### src/pkg/ssr_pkg.sv
// Package for the synchronous serial receiver: register map, fields, reset values, timing and carriers.
package ssr_pkg;
    // Register indices on the plain register port.
    localparam logic [1:0] CTRL_ADDR = 2'h0;
    localparam logic [1:0] STAT_ADDR = 2'h1;
    localparam logic [1:0] DATA_ADDR = 2'h2;
    // Control register field positions.
    localparam int CTRL_PORT_EN = 0;
    localparam int CTRL_SYNC = 1;
    localparam int CTRL_CLK_SRC = 2;
    localparam int CTRL_SINGLE = 3;
    localparam int CTRL_CONT = 4;
    localparam int CTRL_NINE = 5;
    localparam int CTRL_IRQ_EN = 6;
    localparam logic [7:0] CTRL_RESET = 8'h00;
    // Status register field positions.
    localparam int STAT_NINTH = 0;
    localparam int STAT_OVERRUN = 1;
    localparam int STAT_COMPLETE = 2;
    localparam int STAT_COUNT = 3;
    // Master clock: half period of the generated serial clock.
    localparam int HALF_PERIOD_NS = 400;
    localparam int CLOCK_PERIOD_NS = 10;
    localparam int HALF_CYCLES = (HALF_PERIOD_NS + CLOCK_PERIOD_NS - 1) / CLOCK_PERIOD_NS;
    localparam int FIFO_DEPTH = 2;
    // Serial clocks per character for eight-bit and nine-bit reception.
    localparam logic [3:0] BITS_NORMAL = 4'h8;
    localparam logic [3:0] BITS_NINE = 4'h9;

    // Control bits as software sees them.
    typedef struct packed {
        logic irqEn;
        logic nineBit;
        logic contEn;
        logic singleEn;
        logic clkSrc;
        logic syncMode;
        logic portEn;
    } ssr_ctrl_t;

    // One received character: ninth bit and low byte.
    typedef struct packed {
        logic ninth;
        logic [7:0] data;
    } ssr_char_t;
endpackage

### src/logic/ssr_receiver.sv
// Synchronous serial receiver: master or slave clocking, two-entry FIFO, overrun and ninth bit.
`timescale 1ns/10ps
//
// Contract
// - In synchronous master receive the data pin driver is turned off.
// - Reception starts when single or continuous receive enable is set.
// - Single receive emits one character of clocks, then clears its own enable.
// - Continuous receive clocks until cleared; clearing mid-character stops clock, drops partial.
// - With both enables set, single clears after first character; continuous continues.
// - Data pin is sampled on the trailing clock edge into the shift register.
// - A full character sets the complete flag and moves into the FIFO.
// - Data register shows oldest character; complete flag holds while FIFO non-empty.
// - As slave, clock comes from the clock pin whose driver is disabled.
// - Sender changes data on leading edge; one bit per clock.
// - A third character with FIFO full sets overrun and keeps FIFO contents.
// - While overrun, stored characters stay readable and no new ones are taken.
// - Overrun from single receive clears on a data register read.
// - Overrun from continuous receive clears on continuous or port enable clear.
// - Nine-bit select shifts nine bits per character.
// - Ninth bit of the oldest character shows in the status register.
// - Receive interrupt is raised only when its enable is set.
module ssr_receiver #(
    parameter int HALF_CYCLES = ssr_pkg::HALF_CYCLES
) (
    input wire logic clock,
    input wire logic reset_n,
    input wire logic [1:0] regAddr,
    input wire logic [7:0] regWrData,
    input wire logic regWrite,
    input wire logic regRead,
    output logic [7:0] regRdData,
    input wire logic rxDataPinIn,
    output logic rxDataPinOut,
    output logic rxDataPinOe,
    input wire logic txClockPinIn,
    output logic txClockPinOut,
    output logic txClockPinOe,
    output logic receiveIrq
);
    ////////////////////////////////////////////////////////////////////////////////
    // Control register and derived modes.
    ssr_pkg::ssr_ctrl_t ctrl_q;
    logic master;
    logic receiving;
    logic charDone;
    logic bitTake;
    logic popFifo;
    logic pushFifo;
    logic fifoFull;
    logic completeFlag;
    logic overrun_q;
    logic overrunFromCont_q;
    logic [1:0] count_q;

    // Receive shift register, bit counter and the synchronised pins.
    logic [8:0] shift_q;
    logic [8:0] newChar;
    logic [3:0] bitCnt_q;
    logic [1:0] clkSync_q;
    logic [1:0] dataSync_q;
    logic clkPrev_q;

    // Master clock generator.
    logic sclk_q;
    logic [15:0] halfCnt_q;
    logic [3:0] genCnt_q;
    logic genStop_q;
    logic halfDone;

    // Two-entry receive FIFO and the read port.
    ssr_pkg::ssr_char_t fifo_q [ssr_pkg::FIFO_DEPTH];
    ssr_pkg::ssr_char_t headChar;
    logic rdPtr_q;
    logic wrPtr_q;
    logic [7:0] regRdData_q;

    ////////////////////////////////////////////////////////////////////////////////
    // Helper functions.

    // Number of serial clocks in one character for the given nine-bit setting.
    function automatic logic [3:0] charBits(input logic nine);
        charBits = nine ? ssr_pkg::BITS_NINE : ssr_pkg::BITS_NORMAL;
    endfunction

    // Packs the status fields at their positions; unused bits read as zero.
    function automatic logic [7:0] statusWord(
        input logic ninth,
        input logic ovr,
        input logic cmpl,
        input logic [1:0] cnt
    );
        statusWord = 8'h00;
        statusWord[ssr_pkg::STAT_NINTH] = ninth;
        statusWord[ssr_pkg::STAT_OVERRUN] = ovr;
        statusWord[ssr_pkg::STAT_COMPLETE] = cmpl;
        statusWord[ssr_pkg::STAT_COUNT +: 2] = cnt;
    endfunction

    ////////////////////////////////////////////////////////////////////////////////
    // Mode decoding.

    // The block drives the serial clock only as a synchronous master.
    assign master = ctrl_q.portEn && ctrl_q.syncMode && ctrl_q.clkSrc;
    // Reception runs only while enabled, the port is on and no overrun blocks it.
    assign receiving = ctrl_q.portEn && ctrl_q.syncMode && (ctrl_q.singleEn || ctrl_q.contEn) && !overrun_q;
    assign popFifo = regRead && (regAddr == ssr_pkg::DATA_ADDR) && (count_q != 2'h0);
    assign fifoFull = (count_q == 2'(ssr_pkg::FIFO_DEPTH));
    // The complete flag is the FIFO's occupancy, so software clears it only by reading the data register or by clearing the port enable.
    assign completeFlag = (count_q != 2'h0);

    // Software writes the control bits; single enable also clears itself after one character.
    always_ff @(posedge clock or negedge reset_n) begin
        if (!reset_n) begin
            ctrl_q <= ssr_pkg::ssr_ctrl_t'(ssr_pkg::CTRL_RESET[6:0]);
        end else if (regWrite && regAddr == ssr_pkg::CTRL_ADDR) begin
            ctrl_q <= ssr_pkg::ssr_ctrl_t'(regWrData[6:0]);
        end else if (charDone && ctrl_q.singleEn) begin
            ctrl_q.singleEn <= 1'b0;
        end
    end

    ////////////////////////////////////////////////////////////////////////////////
    // Pin synchronisers.

    // Both pins come from outside this clock domain and pass two flip-flops first.
    // Clock and data go through equal delays, so their relation at the pin is kept.
    always_ff @(posedge clock or negedge reset_n) begin
        if (!reset_n) begin
            clkSync_q <= 2'h0;
            dataSync_q <= 2'h0;
        end else begin
            clkSync_q <= {clkSync_q[0], txClockPinIn};
            dataSync_q <= {dataSync_q[0], rxDataPinIn};
        end
    end

    // Previous synchronised clock level for edge detection; it resets to the idle low level.
    always_ff @(posedge clock or negedge reset_n) begin
        if (!reset_n) begin
            clkPrev_q <= 1'b0;
        end else begin
            clkPrev_q <= clkSync_q[1];
        end
    end

    // A trailing (falling) edge of the serial clock takes one bit, but only while receiving.
    // Edges that arrive after reception was switched off are ignored on purpose.
    assign bitTake = receiving && clkPrev_q && !clkSync_q[1];
    assign charDone = bitTake && (bitCnt_q == charBits(ctrl_q.nineBit) - 4'h1);
    // A finished character enters the FIFO unless both entries are taken.
    assign pushFifo = charDone && !fifoFull;

    ////////////////////////////////////////////////////////////////////////////////
    // Master clock generator.

    assign halfDone = (halfCnt_q == 16'(HALF_CYCLES - 1));

    // The clock idles low, so the rising edge leads and the falling edge trails.
    // Single receive stops after one character; continuous keeps running.
    // Dropping the enables stops the clock at once, mid-character included.
    always_ff @(posedge clock or negedge reset_n) begin
        if (!reset_n) begin
            halfCnt_q <= 16'h0000;
            sclk_q <= 1'b0;
            genCnt_q <= 4'h0;
            genStop_q <= 1'b0;
        end else if (!(master && receiving)) begin
            halfCnt_q <= 16'h0000;
            sclk_q <= 1'b0;
            genCnt_q <= 4'h0;
            genStop_q <= 1'b0;
        end else if (genStop_q) begin
            halfCnt_q <= 16'h0000;
        end else if (halfDone) begin
            halfCnt_q <= 16'h0000;
            sclk_q <= !sclk_q;
            if (sclk_q) begin
                if (genCnt_q == charBits(ctrl_q.nineBit) - 4'h1) begin
                    genCnt_q <= 4'h0;
                    genStop_q <= !ctrl_q.contEn;
                end else begin
                    genCnt_q <= genCnt_q + 4'h1;
                end
            end
        end else begin
            halfCnt_q <= halfCnt_q + 16'h0001;
        end
    end

    ////////////////////////////////////////////////////////////////////////////////
    // Receive shift register.

    // The current bit is placed at its position, least significant bit first.
    always_comb begin
        newChar = shift_q;
        newChar[bitCnt_q] = dataSync_q[1];
    end

    // A partial character is thrown away whenever reception stops.
    always_ff @(posedge clock or negedge reset_n) begin
        if (!reset_n) begin
            bitCnt_q <= 4'h0;
            shift_q <= 9'h000;
        end else if (!receiving) begin
            bitCnt_q <= 4'h0;
            shift_q <= 9'h000;
        end else if (charDone) begin
            bitCnt_q <= 4'h0;
            shift_q <= 9'h000;
        end else if (bitTake) begin
            bitCnt_q <= bitCnt_q + 4'h1;
            shift_q <= newChar;
        end
    end

    ////////////////////////////////////////////////////////////////////////////////
    // Receive FIFO.

    // Pointers and occupancy; clearing the port enable empties the FIFO.
    always_ff @(posedge clock or negedge reset_n) begin
        if (!reset_n) begin
            count_q <= 2'h0;
            rdPtr_q <= 1'b0;
            wrPtr_q <= 1'b0;
        end else if (!ctrl_q.portEn) begin
            count_q <= 2'h0;
            rdPtr_q <= 1'b0;
            wrPtr_q <= 1'b0;
        end else begin
            if (pushFifo) begin
                wrPtr_q <= !wrPtr_q;
            end
            if (popFifo) begin
                rdPtr_q <= !rdPtr_q;
            end
            if (pushFifo && !popFifo) begin
                count_q <= count_q + 2'h1;
            end else if (popFifo && !pushFifo) begin
                count_q <= count_q - 2'h1;
            end
        end
    end

    // Character storage; the ninth bit is kept only in nine-bit mode.
    always_ff @(posedge clock or negedge reset_n) begin
        if (!reset_n) begin
            for (int i = 0; i < ssr_pkg::FIFO_DEPTH; i++) begin
                fifo_q[i] <= '0;
            end
        end else if (pushFifo) begin
            fifo_q[wrPtr_q].ninth <= ctrl_q.nineBit && newChar[8];
            fifo_q[wrPtr_q].data <= newChar[7:0];
        end
    end

    // The oldest character sits at the read pointer.
    assign headChar = fifo_q[rdPtr_q];

    ////////////////////////////////////////////////////////////////////////////////
    // Overrun error.

    // Setting wins over any clear; while set, reception is blocked and the FIFO is kept.
    // The mode at the time of the error decides which action clears it.
    always_ff @(posedge clock or negedge reset_n) begin
        if (!reset_n) begin
            overrun_q <= 1'b0;
            overrunFromCont_q <= 1'b0;
        end else if (charDone && fifoFull) begin
            overrun_q <= 1'b1;
            overrunFromCont_q <= ctrl_q.contEn;
        end else if (!ctrl_q.portEn) begin
            overrun_q <= 1'b0;
        end else if (overrun_q && overrunFromCont_q && !ctrl_q.contEn) begin
            overrun_q <= 1'b0;
        end else if (overrun_q && !overrunFromCont_q && popFifo) begin
            overrun_q <= 1'b0;
        end
    end

    ////////////////////////////////////////////////////////////////////////////////
    // Register read port.

    // Read data stand for the one cycle after the read strobe, and are zero otherwise.
    // The ninth bit reads zero when the FIFO is empty, so a stale entry never shows.
    always_ff @(posedge clock or negedge reset_n) begin
        if (!reset_n) begin
            regRdData_q <= 8'h00;
        end else if (regRead) begin
            case (regAddr)
                ssr_pkg::CTRL_ADDR: begin
                    regRdData_q <= {1'b0, ctrl_q};
                end
                ssr_pkg::STAT_ADDR: begin
                    regRdData_q <= statusWord(completeFlag && headChar.ninth, overrun_q, completeFlag, count_q);
                end
                ssr_pkg::DATA_ADDR: begin
                    regRdData_q <= headChar.data;
                end
                default: begin
                    regRdData_q <= 8'h00;
                end
            endcase
        end else begin
            regRdData_q <= 8'h00;
        end
    end

    ////////////////////////////////////////////////////////////////////////////////
    // Outputs.

    assign regRdData = regRdData_q;
    // This block only receives, so the data pin driver is never on.
    assign rxDataPinOut = 1'b0;
    assign rxDataPinOe = 1'b0;
    // The clock pin is driven only as master; as slave it is an input.
    assign txClockPinOut = sclk_q;
    assign txClockPinOe = master;
    // The request follows the complete flag and is gated by its enable.
    assign receiveIrq = completeFlag && ctrl_q.irqEn;
endmodule

### config.mk
export PLATFORM = sky130hd
export DESIGN_NAME = ssr_receiver
export DESIGN_NICKNAME = d
export VERILOG_FILES = /design/src/pkg/ssr_pkg.sv /design/src/logic/ssr_receiver.sv
export SDC_FILE = /design/constraint.sdc
export NUM_CORES = 1
export LEC_CHECK = 0
export ABC_AREA = 1
export BUFFER_PORTS_ARGS = -buffer_cell sky130_fd_sc_hd__buf_2
export CAP_MARGIN = 10
export CORE_AREA = 2 2 117 119
export DETAILED_ROUTE_END_ITERATION = 10
export DIE_AREA = 0 0 119 121
export PLACE_DENSITY = 0.48
export SETUP_SLACK_MARGIN = 0.02
export SKIP_CTS_REPAIR_TIMING = 1
export SLEW_MARGIN = 10
export SYNTH_ARGS = -nofsm -noshare
export SYNTH_HDL_FRONTEND = slang
export SYNTH_SLANG_ARGS = --single-unit
### constraint.sdc
create_clock -name clock -period 1.68 [get_ports clock]
set_input_delay 0.084 -clock clock [delete_from_list [all_inputs] [get_ports clock]]
set_output_delay 0.084 -clock clock [all_outputs]
set_load 0.05 [all_outputs]
==> results of run 1 <==
-- cells in the final DEF (no fill, tap or decap), types with 5 or more instances in the layout --
cell / n
sky130_fd_sc_hd__dfrtp_1: 79
sky130_fd_sc_hd__nand2_1: 76
sky130_fd_sc_hd__nor2_1: 59
sky130_fd_sc_hd__inv_1: 49
sky130_fd_sc_hd__a21oi_1: 33
sky130_fd_sc_hd__o21ai_0: 31
sky130_fd_sc_hd__buf_2: 24
sky130_fd_sc_hd__buf_4: 23
sky130_fd_sc_hd__nand3_1: 19
sky130_fd_sc_hd__nand2_2: 11
sky130_fd_sc_hd__o21ai_2: 10
sky130_fd_sc_hd__nor3_1: 9
sky130_fd_sc_hd__clkbuf_16: 9
sky130_fd_sc_hd__nand4_1: 7
sky130_fd_sc_hd__dlygate4sd3_1: 7
sky130_fd_sc_hd__nor2_4: 6
sky130_fd_sc_hd__o21a_1: 5
sky130_fd_sc_hd__ha_1: 5
-- report_power, final --
| part | switching [uW] | internal [uW] | leakage (uW) |
|---|---|---|---|
| combinational | 600 | 284 | 0.00103 |
| clock | 866 | 1020 | 0.000133 |
| sequential | 106 | 2000 | 0.00106 |
-- worst paths after layout --
path,from,to,depth (start not counted)
max in group asynchronous,reset_n,fifo_q[8]$_DFFE_PN0P_,3
max reg2reg,ctrl_q[1]$_DFFE_PN0P_,fifo_q[10]$_DFFE_PN0P_,10
min reg2reg,clkSync_q[0]$_DFF_PN0_,clkSync_q[1]$_DFF_PN0_,0
min in group asynchronous,reset_n,regRdData[3]$_DFF_PN0_,2
min,regWrData[6],ctrl_q[6]$_DFFE_PN0P_,3
max,ctrl_q[1]$_DFFE_PN0P_,fifo_q[10]$_DFFE_PN0P_,10
-- flip-flops by register name, summed over array words and instances, names as in the netlist --
name,flops
halfCnt_q,16
txClockPinOut,1
genStop_q,1
clkPrev_q,1
wrPtr_q,1
bitCnt_q,4
dataSync_q,2
rdPtr_q,1
clkSync_q,2
regRdData,8
count_q,2
ctrl_q,7
overrunFromCont_q,1
overrun_q,1
fifo_q,18
genCnt_q,4
shift_q,9
-- worst reg2reg max path, stage by stage (launching register included) --
cell and delay, ps:
sky130_fd_sc_hd__dfrtp_1 410, sky130_fd_sc_hd__nand2_4 80, sky130_fd_sc_hd__nor2_4 120, sky130_fd_sc_hd__nand2_4 90
sky130_fd_sc_hd__nor2_8 150, sky130_fd_sc_hd__nand3_4 180, sky130_fd_sc_hd__nor2_4 170, sky130_fd_sc_hd__buf_12 140
sky130_fd_sc_hd__inv_4 60, sky130_fd_sc_hd__nand2_2 50, sky130_fd_sc_hd__o21ai_2 40
-- metrics by stage --
step | area [um2] | setup TNS [ps]
final | 4840 | 0
after global routing | 4840 | -299
after CTS | 4570 | -56.7
after detailed placement | 4290 | -62.1
after global placement | 4290 | 0
after floorplan | 3830 | 0
-- synth_stat cells (all sizes together) --
cell type / instances
a211oi: 1
a21oi: 35
a221oi: 2
a31oi: 1
buf: 5
clkbuf: 2
conb: 1
dfrtp: 79
ha: 6
inv: 52
mux2: 1
nand2: 91
nand3: 22
nand3b: 2
nand4: 7
nor2: 68
nor3: 12
nor4: 1
o21a: 5
o21ai: 42
o21bai: 2
o221ai: 1
o22ai: 4
o31ai: 1
xnor2: 1
xor2: 2
-- metal layers --
metal	track usage, %	vias up
met4	6.85	0
met2	20.8	27
met1	18.5	1518
li1	-	1605
met3	2.68	12
met5	0	-
-- final cells by class --
cell class	instances	area share (%)
clock inverter	7	1.14
tap	176	4.55
sequential	79	40.8
inverter	52	4.26
multi-input combinational	310	35.1
timing repair buffer	59	9.02
clock buffer	9	4.65
timing repair inverter	3	0.465
-- cells by family after synthesis --
logic type / count (synthesis) / synth area share, %
AND/OR/NAND/NOR: 203 / 24.6
flip-flops: 79 / 51.6
AO/OA/AOI/OAI: 94 / 14.1
buffers and inverters: 59 / 6.66
other: 1 / 0.0979
adder cells (fa/ha/maj): 6 / 1.96
XOR/XNOR: 3 / 0.686
multiplexers: 1 / 0.294
==> impl_metrics.tcl, run 1 <==
set metrics [dict create \
    cts-root-to-sink-buffers 2 \
    p_leak_uw 0.00223 \
    route.top_layer_used "met4" \
    num_rows 42 \
    cp_data_required_time_ps 1930 \
    met2RoutedLength_mm 4.49 \
    dr_total_vias 3162 \
    detailed_place_hpwl_mm 6.65 \
    average_routed_wire_per_standard_cell_um 13.6 \
    numCtsBuffers 9 \
    grt.overflow.total 0 \
    status "finished with violations" \
    finalNetCount 536 \
    max_slew.worst_pin.slew_ps 531 \
    unrepaired_setup_endpoints_after_global_routing "true" \
    ys_top_cells_by_area "sky130_fd_sc_hd__dfrtp_1 (52%), sky130_fd_sc_hd__nand2_1 (8.5%), sky130_fd_sc_hd__nor2_1 (6.0%)" \
    synthesis.instances 446 \
    report.power.total_uw 4880 \
    first_global_vias 3039 \
    pre_cts_slack_ps -29.1 \
    cts_sinks 79 \
    cts_tree "done" \
    multiInputGateArea_um2 1700 \
    slew-limit-headroom_pct 64.3 \
    routed-wl-met3_um 226 \
    met1_length_mm 4.57 \
    areaGrowthSynthToFinish_pct 26.4 \
    layout-drive-gt1-share_pct 22.9 \
    final_standard_cell_utilization_of_the_core_pct 37.0 \
    worst_setup_path_end_kind "flip-flop" \
    cap_viol_max_count 0 \
    drt_wl_total_mm 9.47 \
    critPathArrivalTime_ps 1860 \
    synth.lib_cells_used.distinct 37 \
    clk_transition_reported_paths_ps 60 \
    post-route-period-util_pct 95.8 \
    synth_area_leader_cell "sky130_fd_sc_hd__dfrtp_1" \
    total_track_usage_pct 13.6 \
    pwr_density_cell_nw_per_um2 1010 \
    synth-seq-cells 79 \
    clkLatencyLatePin_ps 360 \
    die-height_um 121 \
    placedCellCount 662 \
    die_width_um 119 \
    core_region_area_um2 13100 \
    worst_path_dominant_cell_family "simple AND/OR/NAND/NOR gates" \
    critical-path-slowest-cell "sky130_fd_sc_hd__dfrtp_1" \
    violations "hold timing" \
    cts-htree-levels 3 \
    worstHoldPathType "in -> reg" \
    drc 0 \
    critical_path_buf_inv_count 2 \
    ir_drop_uv 463 \
    number_of_nets_with_antenna_violations_after_detailed_routing 0 \
    place.gp.congestion 0.805 \
    area_share_of_the_largest_cell_type_after_synthesis_pct 51.6 \
    post_synth.cell_area_avg_um2 8.59 \
    n_antenna_cell 0 \
    final_critical_path_setup_slack_ps 69.8 \
    timing.setup.critical_path_class "reg -> reg" \
    grt_max_degree 41 \
    setup.worst_path.start_class "flip-flop" \
    timing.final.setup_violations 0 \
    dieArea_um2 14400 \
    ff2ff_setup_slack_ps 70 \
    netlist_area_um2 3830 \
    timing.critical_path.slowest_cell_delay_ps 410 \
    ff_latch_area_um2 1980 \
    drtIter0Drc 194 \
    antenna_found_initial 0 \
    boundaryPins 29 \
    final-instance-count-excl-fill 695 \
    synth_seq_area_share_pct 51.6 \
    firstDrtPassIters 4 \
    io_buffer_count 25 \
    final_worst_clock_skew_ps 11.7 \
    root_buffer "sky130_fd_sc_hd__clkbuf_16" \
    detail_route.vias_per_cell 4.55 \
    worst_hold_slack_ps -17.9 \
    maxSlewViolCount 0 \
    start_util_pct 29.3 \
    timing.critical_path.cells "nand2_4, nor2_4, nand2_4, nor2_8, nand3_4, nor2_4, buf_12, inv_4, nand2_2, o21ai_2" \
    fmax_mhz 621 \
    minimum_clock_period_ps 1610 \
    timing_hold_violations_final 1 \
    biggest_fanout_along_the_worst_timing_path 7 \
    num-fill-cells 1359 \
    global_route_wire_length_before_repair_mm 15.2 \
    ys_warn_count 0 \
]
Power figures use the tool's default switching activity.
==> run 2: changes to the inputs <==
MAX_ROUTING_LAYER = met4   (was not set)
REMOVE_ABC_BUFFERS = 1   (was not set)
==> impl_metrics.tcl, run 2 (synthesized netlist as in run 1, its figures left out) <==
set metrics [dict create \
    firstDrtPassIters 5 \
    timing.final.setup_violations 0 \
    io_buffer_count 25 \
    ff_latch_area_um2 1980 \
    violations "hold timing" \
    fmax_mhz 633 \
    worst_setup_path_end_kind "flip-flop" \
    timing.critical_path.slowest_cell_delay_ps 420 \
    reg2reg_depth 9 \
    numCtsBuffers 9 \
    maxSlewViolCount 0 \
    total_track_usage_pct 13.8 \
    root_buffer "sky130_fd_sc_hd__clkbuf_16" \
    max_slew.worst_pin.slew_ps 563 \
    detail_route.vias_per_cell 4.56 \
    cap_viol_max_count 0 \
    clkLatencyLatePin_ps 340 \
    biggest_fanout_along_the_worst_timing_path 17 \
    drt_wl_total_mm 9.07 \
    timing.critical_path.cells "inv_2, nor2_1, nand3_1, nand2_2, nand3_4, nor2_4, inv_8, nand2_1, o21ai_2" \
    timing_hold_violations_final 1 \
    dieArea_um2 14400 \
    drc 0 \
    drtIter0Drc 174 \
    grt_max_degree 37 \
    average_routed_wire_per_standard_cell_um 13.1 \
    max_flop_register "fifo_q" \
    status "finished with violations" \
    cts_sinks 79 \
    num_rows 42 \
    dr_total_vias 3149 \
    post-route-cell-area_um2 4820 \
    number_of_nets_with_antenna_violations_after_detailed_routing 0 \
    report.power.total_uw 5280 \
    largest_registers "fifo_q x18, halfCnt_q x16, shift_q x9" \
    minimum_clock_period_ps 1580 \
    core_region_area_um2 13100 \
    placedInstanceArea_um2 4310 \
    global_route_wire_length_before_repair_mm 14.9 \
    finalNetCount 531 \
    start_util_pct 29.3 \
    die-height_um 121 \
    post-route-period-util_pct 94.0 \
    most-common-layout-cells "sky130_fd_sc_hd__nand2_1 (83), sky130_fd_sc_hd__dfrtp_1 (79), sky130_fd_sc_hd__nor2_1 (59)" \
    ir_drop_uv 526 \
    num-fill-cells 1361 \
    min_path_cells 3 \
    cts-root-to-sink-buffers 2 \
    die_width_um 119 \
    layout-drive-gt1-share_pct 21.0 \
    cts_tree "done" \
    largest_reg_flops 18 \
    p_leak_uw 0.00223 \
    unrepaired_setup_endpoints_after_global_routing "true" \
    first_global_vias 3031 \
    pwr_density_cell_nw_per_um2 1100 \
    worstHoldPathType "in -> reg" \
    place.gp.congestion 0.895 \
    setup.worst_path.start_class "flip-flop" \
    boundaryPins 29 \
    timing.setup.critical_path_class "reg -> reg" \
    layout_commonest_cell "sky130_fd_sc_hd__nand2_1" \
    slew-limit-headroom_pct 62.1 \
    multiInputGateArea_um2 1670 \
    critPathArrivalTime_ps 1800 \
    clk_transition_reported_paths_ps 60 \
    n_antenna_cell 0 \
    cts-htree-levels 3 \
    totalNegativeSetupSlack_ps 0 \
    grt.overflow.total 0 \
    detailed_place_hpwl_mm 6.71 \
    critical-path-slowest-cell "sky130_fd_sc_hd__dfrtp_1" \
    cp_data_required_time_ps 1900 \
    final_worst_clock_skew_ps 7.45 \
    areaGrowthSynthToFinish_pct 25.7 \
    worst_hold_slack_ps -10.4 \
    antenna_found_initial 0 \
    final_standard_cell_utilization_of_the_core_pct 36.8 \
]
==> run 2: cell types whose count changed in the layout (fill, tap and decap cells not counted), sizes merged <==
cell / before / now
nor2: 69 / 68
buf: 52 / 53
dlygate4sd3: 7 / 4
clkbuf: 9 / 10
bufinv: 0 / 3
clkinvlp: 4 / 3
inv: 56 / 51
==> run 2: per-stage QoR <==
| step | instances | setup WS, ps |
|---|---|---|
| global placement | 664 | -5.86 |
| global route | 690 | -7.42 |
| floorplan | 440 | 155 |
| CTS | 680 | -50.4 |
| detailed placement | 664 | -49.5 |
| finish | 690 | 100 |
==> run 2: cell type report <==
type	instances	area share, %
multi-input combinational	309	34.6
inverter	52	4.29
timing repair inverter	1	0.156
sequential	79	41.0
timing repair buffer	57	8.11
clock inverter	6	2.23
clock buffer	10	4.96
tap	176	4.57
==> run 2: where the power goes <==
part	internal, uW	switching, uW	total [uW]
Clock	1490	776	2260
Combinational	298	609	907
Sequential	2010	101	2110
==> run 2: path summary, 6_finish.rpt <==
| kind | startpoint | end | slack (ps) |
|---|---|---|---|
| worst max-delay path | bitCnt_q[3]$_DFFE_PN0P_ | fifo_q[15]$_DFFE_PN0P_ | 100 |
| worst min-delay path | regRead | regRdData[0]$_DFF_PN0_ | -10 |
| worst min register to register | clkSync_q[0]$_DFF_PN0_ | clkSync_q[1]$_DFF_PN0_ | 350 |
| min in group asynchronous | reset_n | regRdData[0]$_DFF_PN0_ | 240 |
| worst max register to register | bitCnt_q[3]$_DFFE_PN0P_ | fifo_q[15]$_DFFE_PN0P_ | 100 |
| max in group asynchronous | reset_n | fifo_q[12]$_DFFE_PN0P_ | 900 |
==> run 2: per-layer routing <==
metal / part of all wire, % / GRT usage (%) / vias up
met5: 0 / - / -
met4: 1.9 / 6.10 / 0
met3: 3.5 / 2.96 / 13
met2: 46 / 20.4 / 52
met1: 49 / 18.2 / 1493
li1: - / - / 1591
==> run 2: critical path, delay by kind of cell, from the launching register on <==
family	cells	cell delay [ps]
AND/OR/NAND/NOR	6	820
flip-flops	1	420
buffers and inverters	2	170
AO/OA/AOI/OAI	1	50
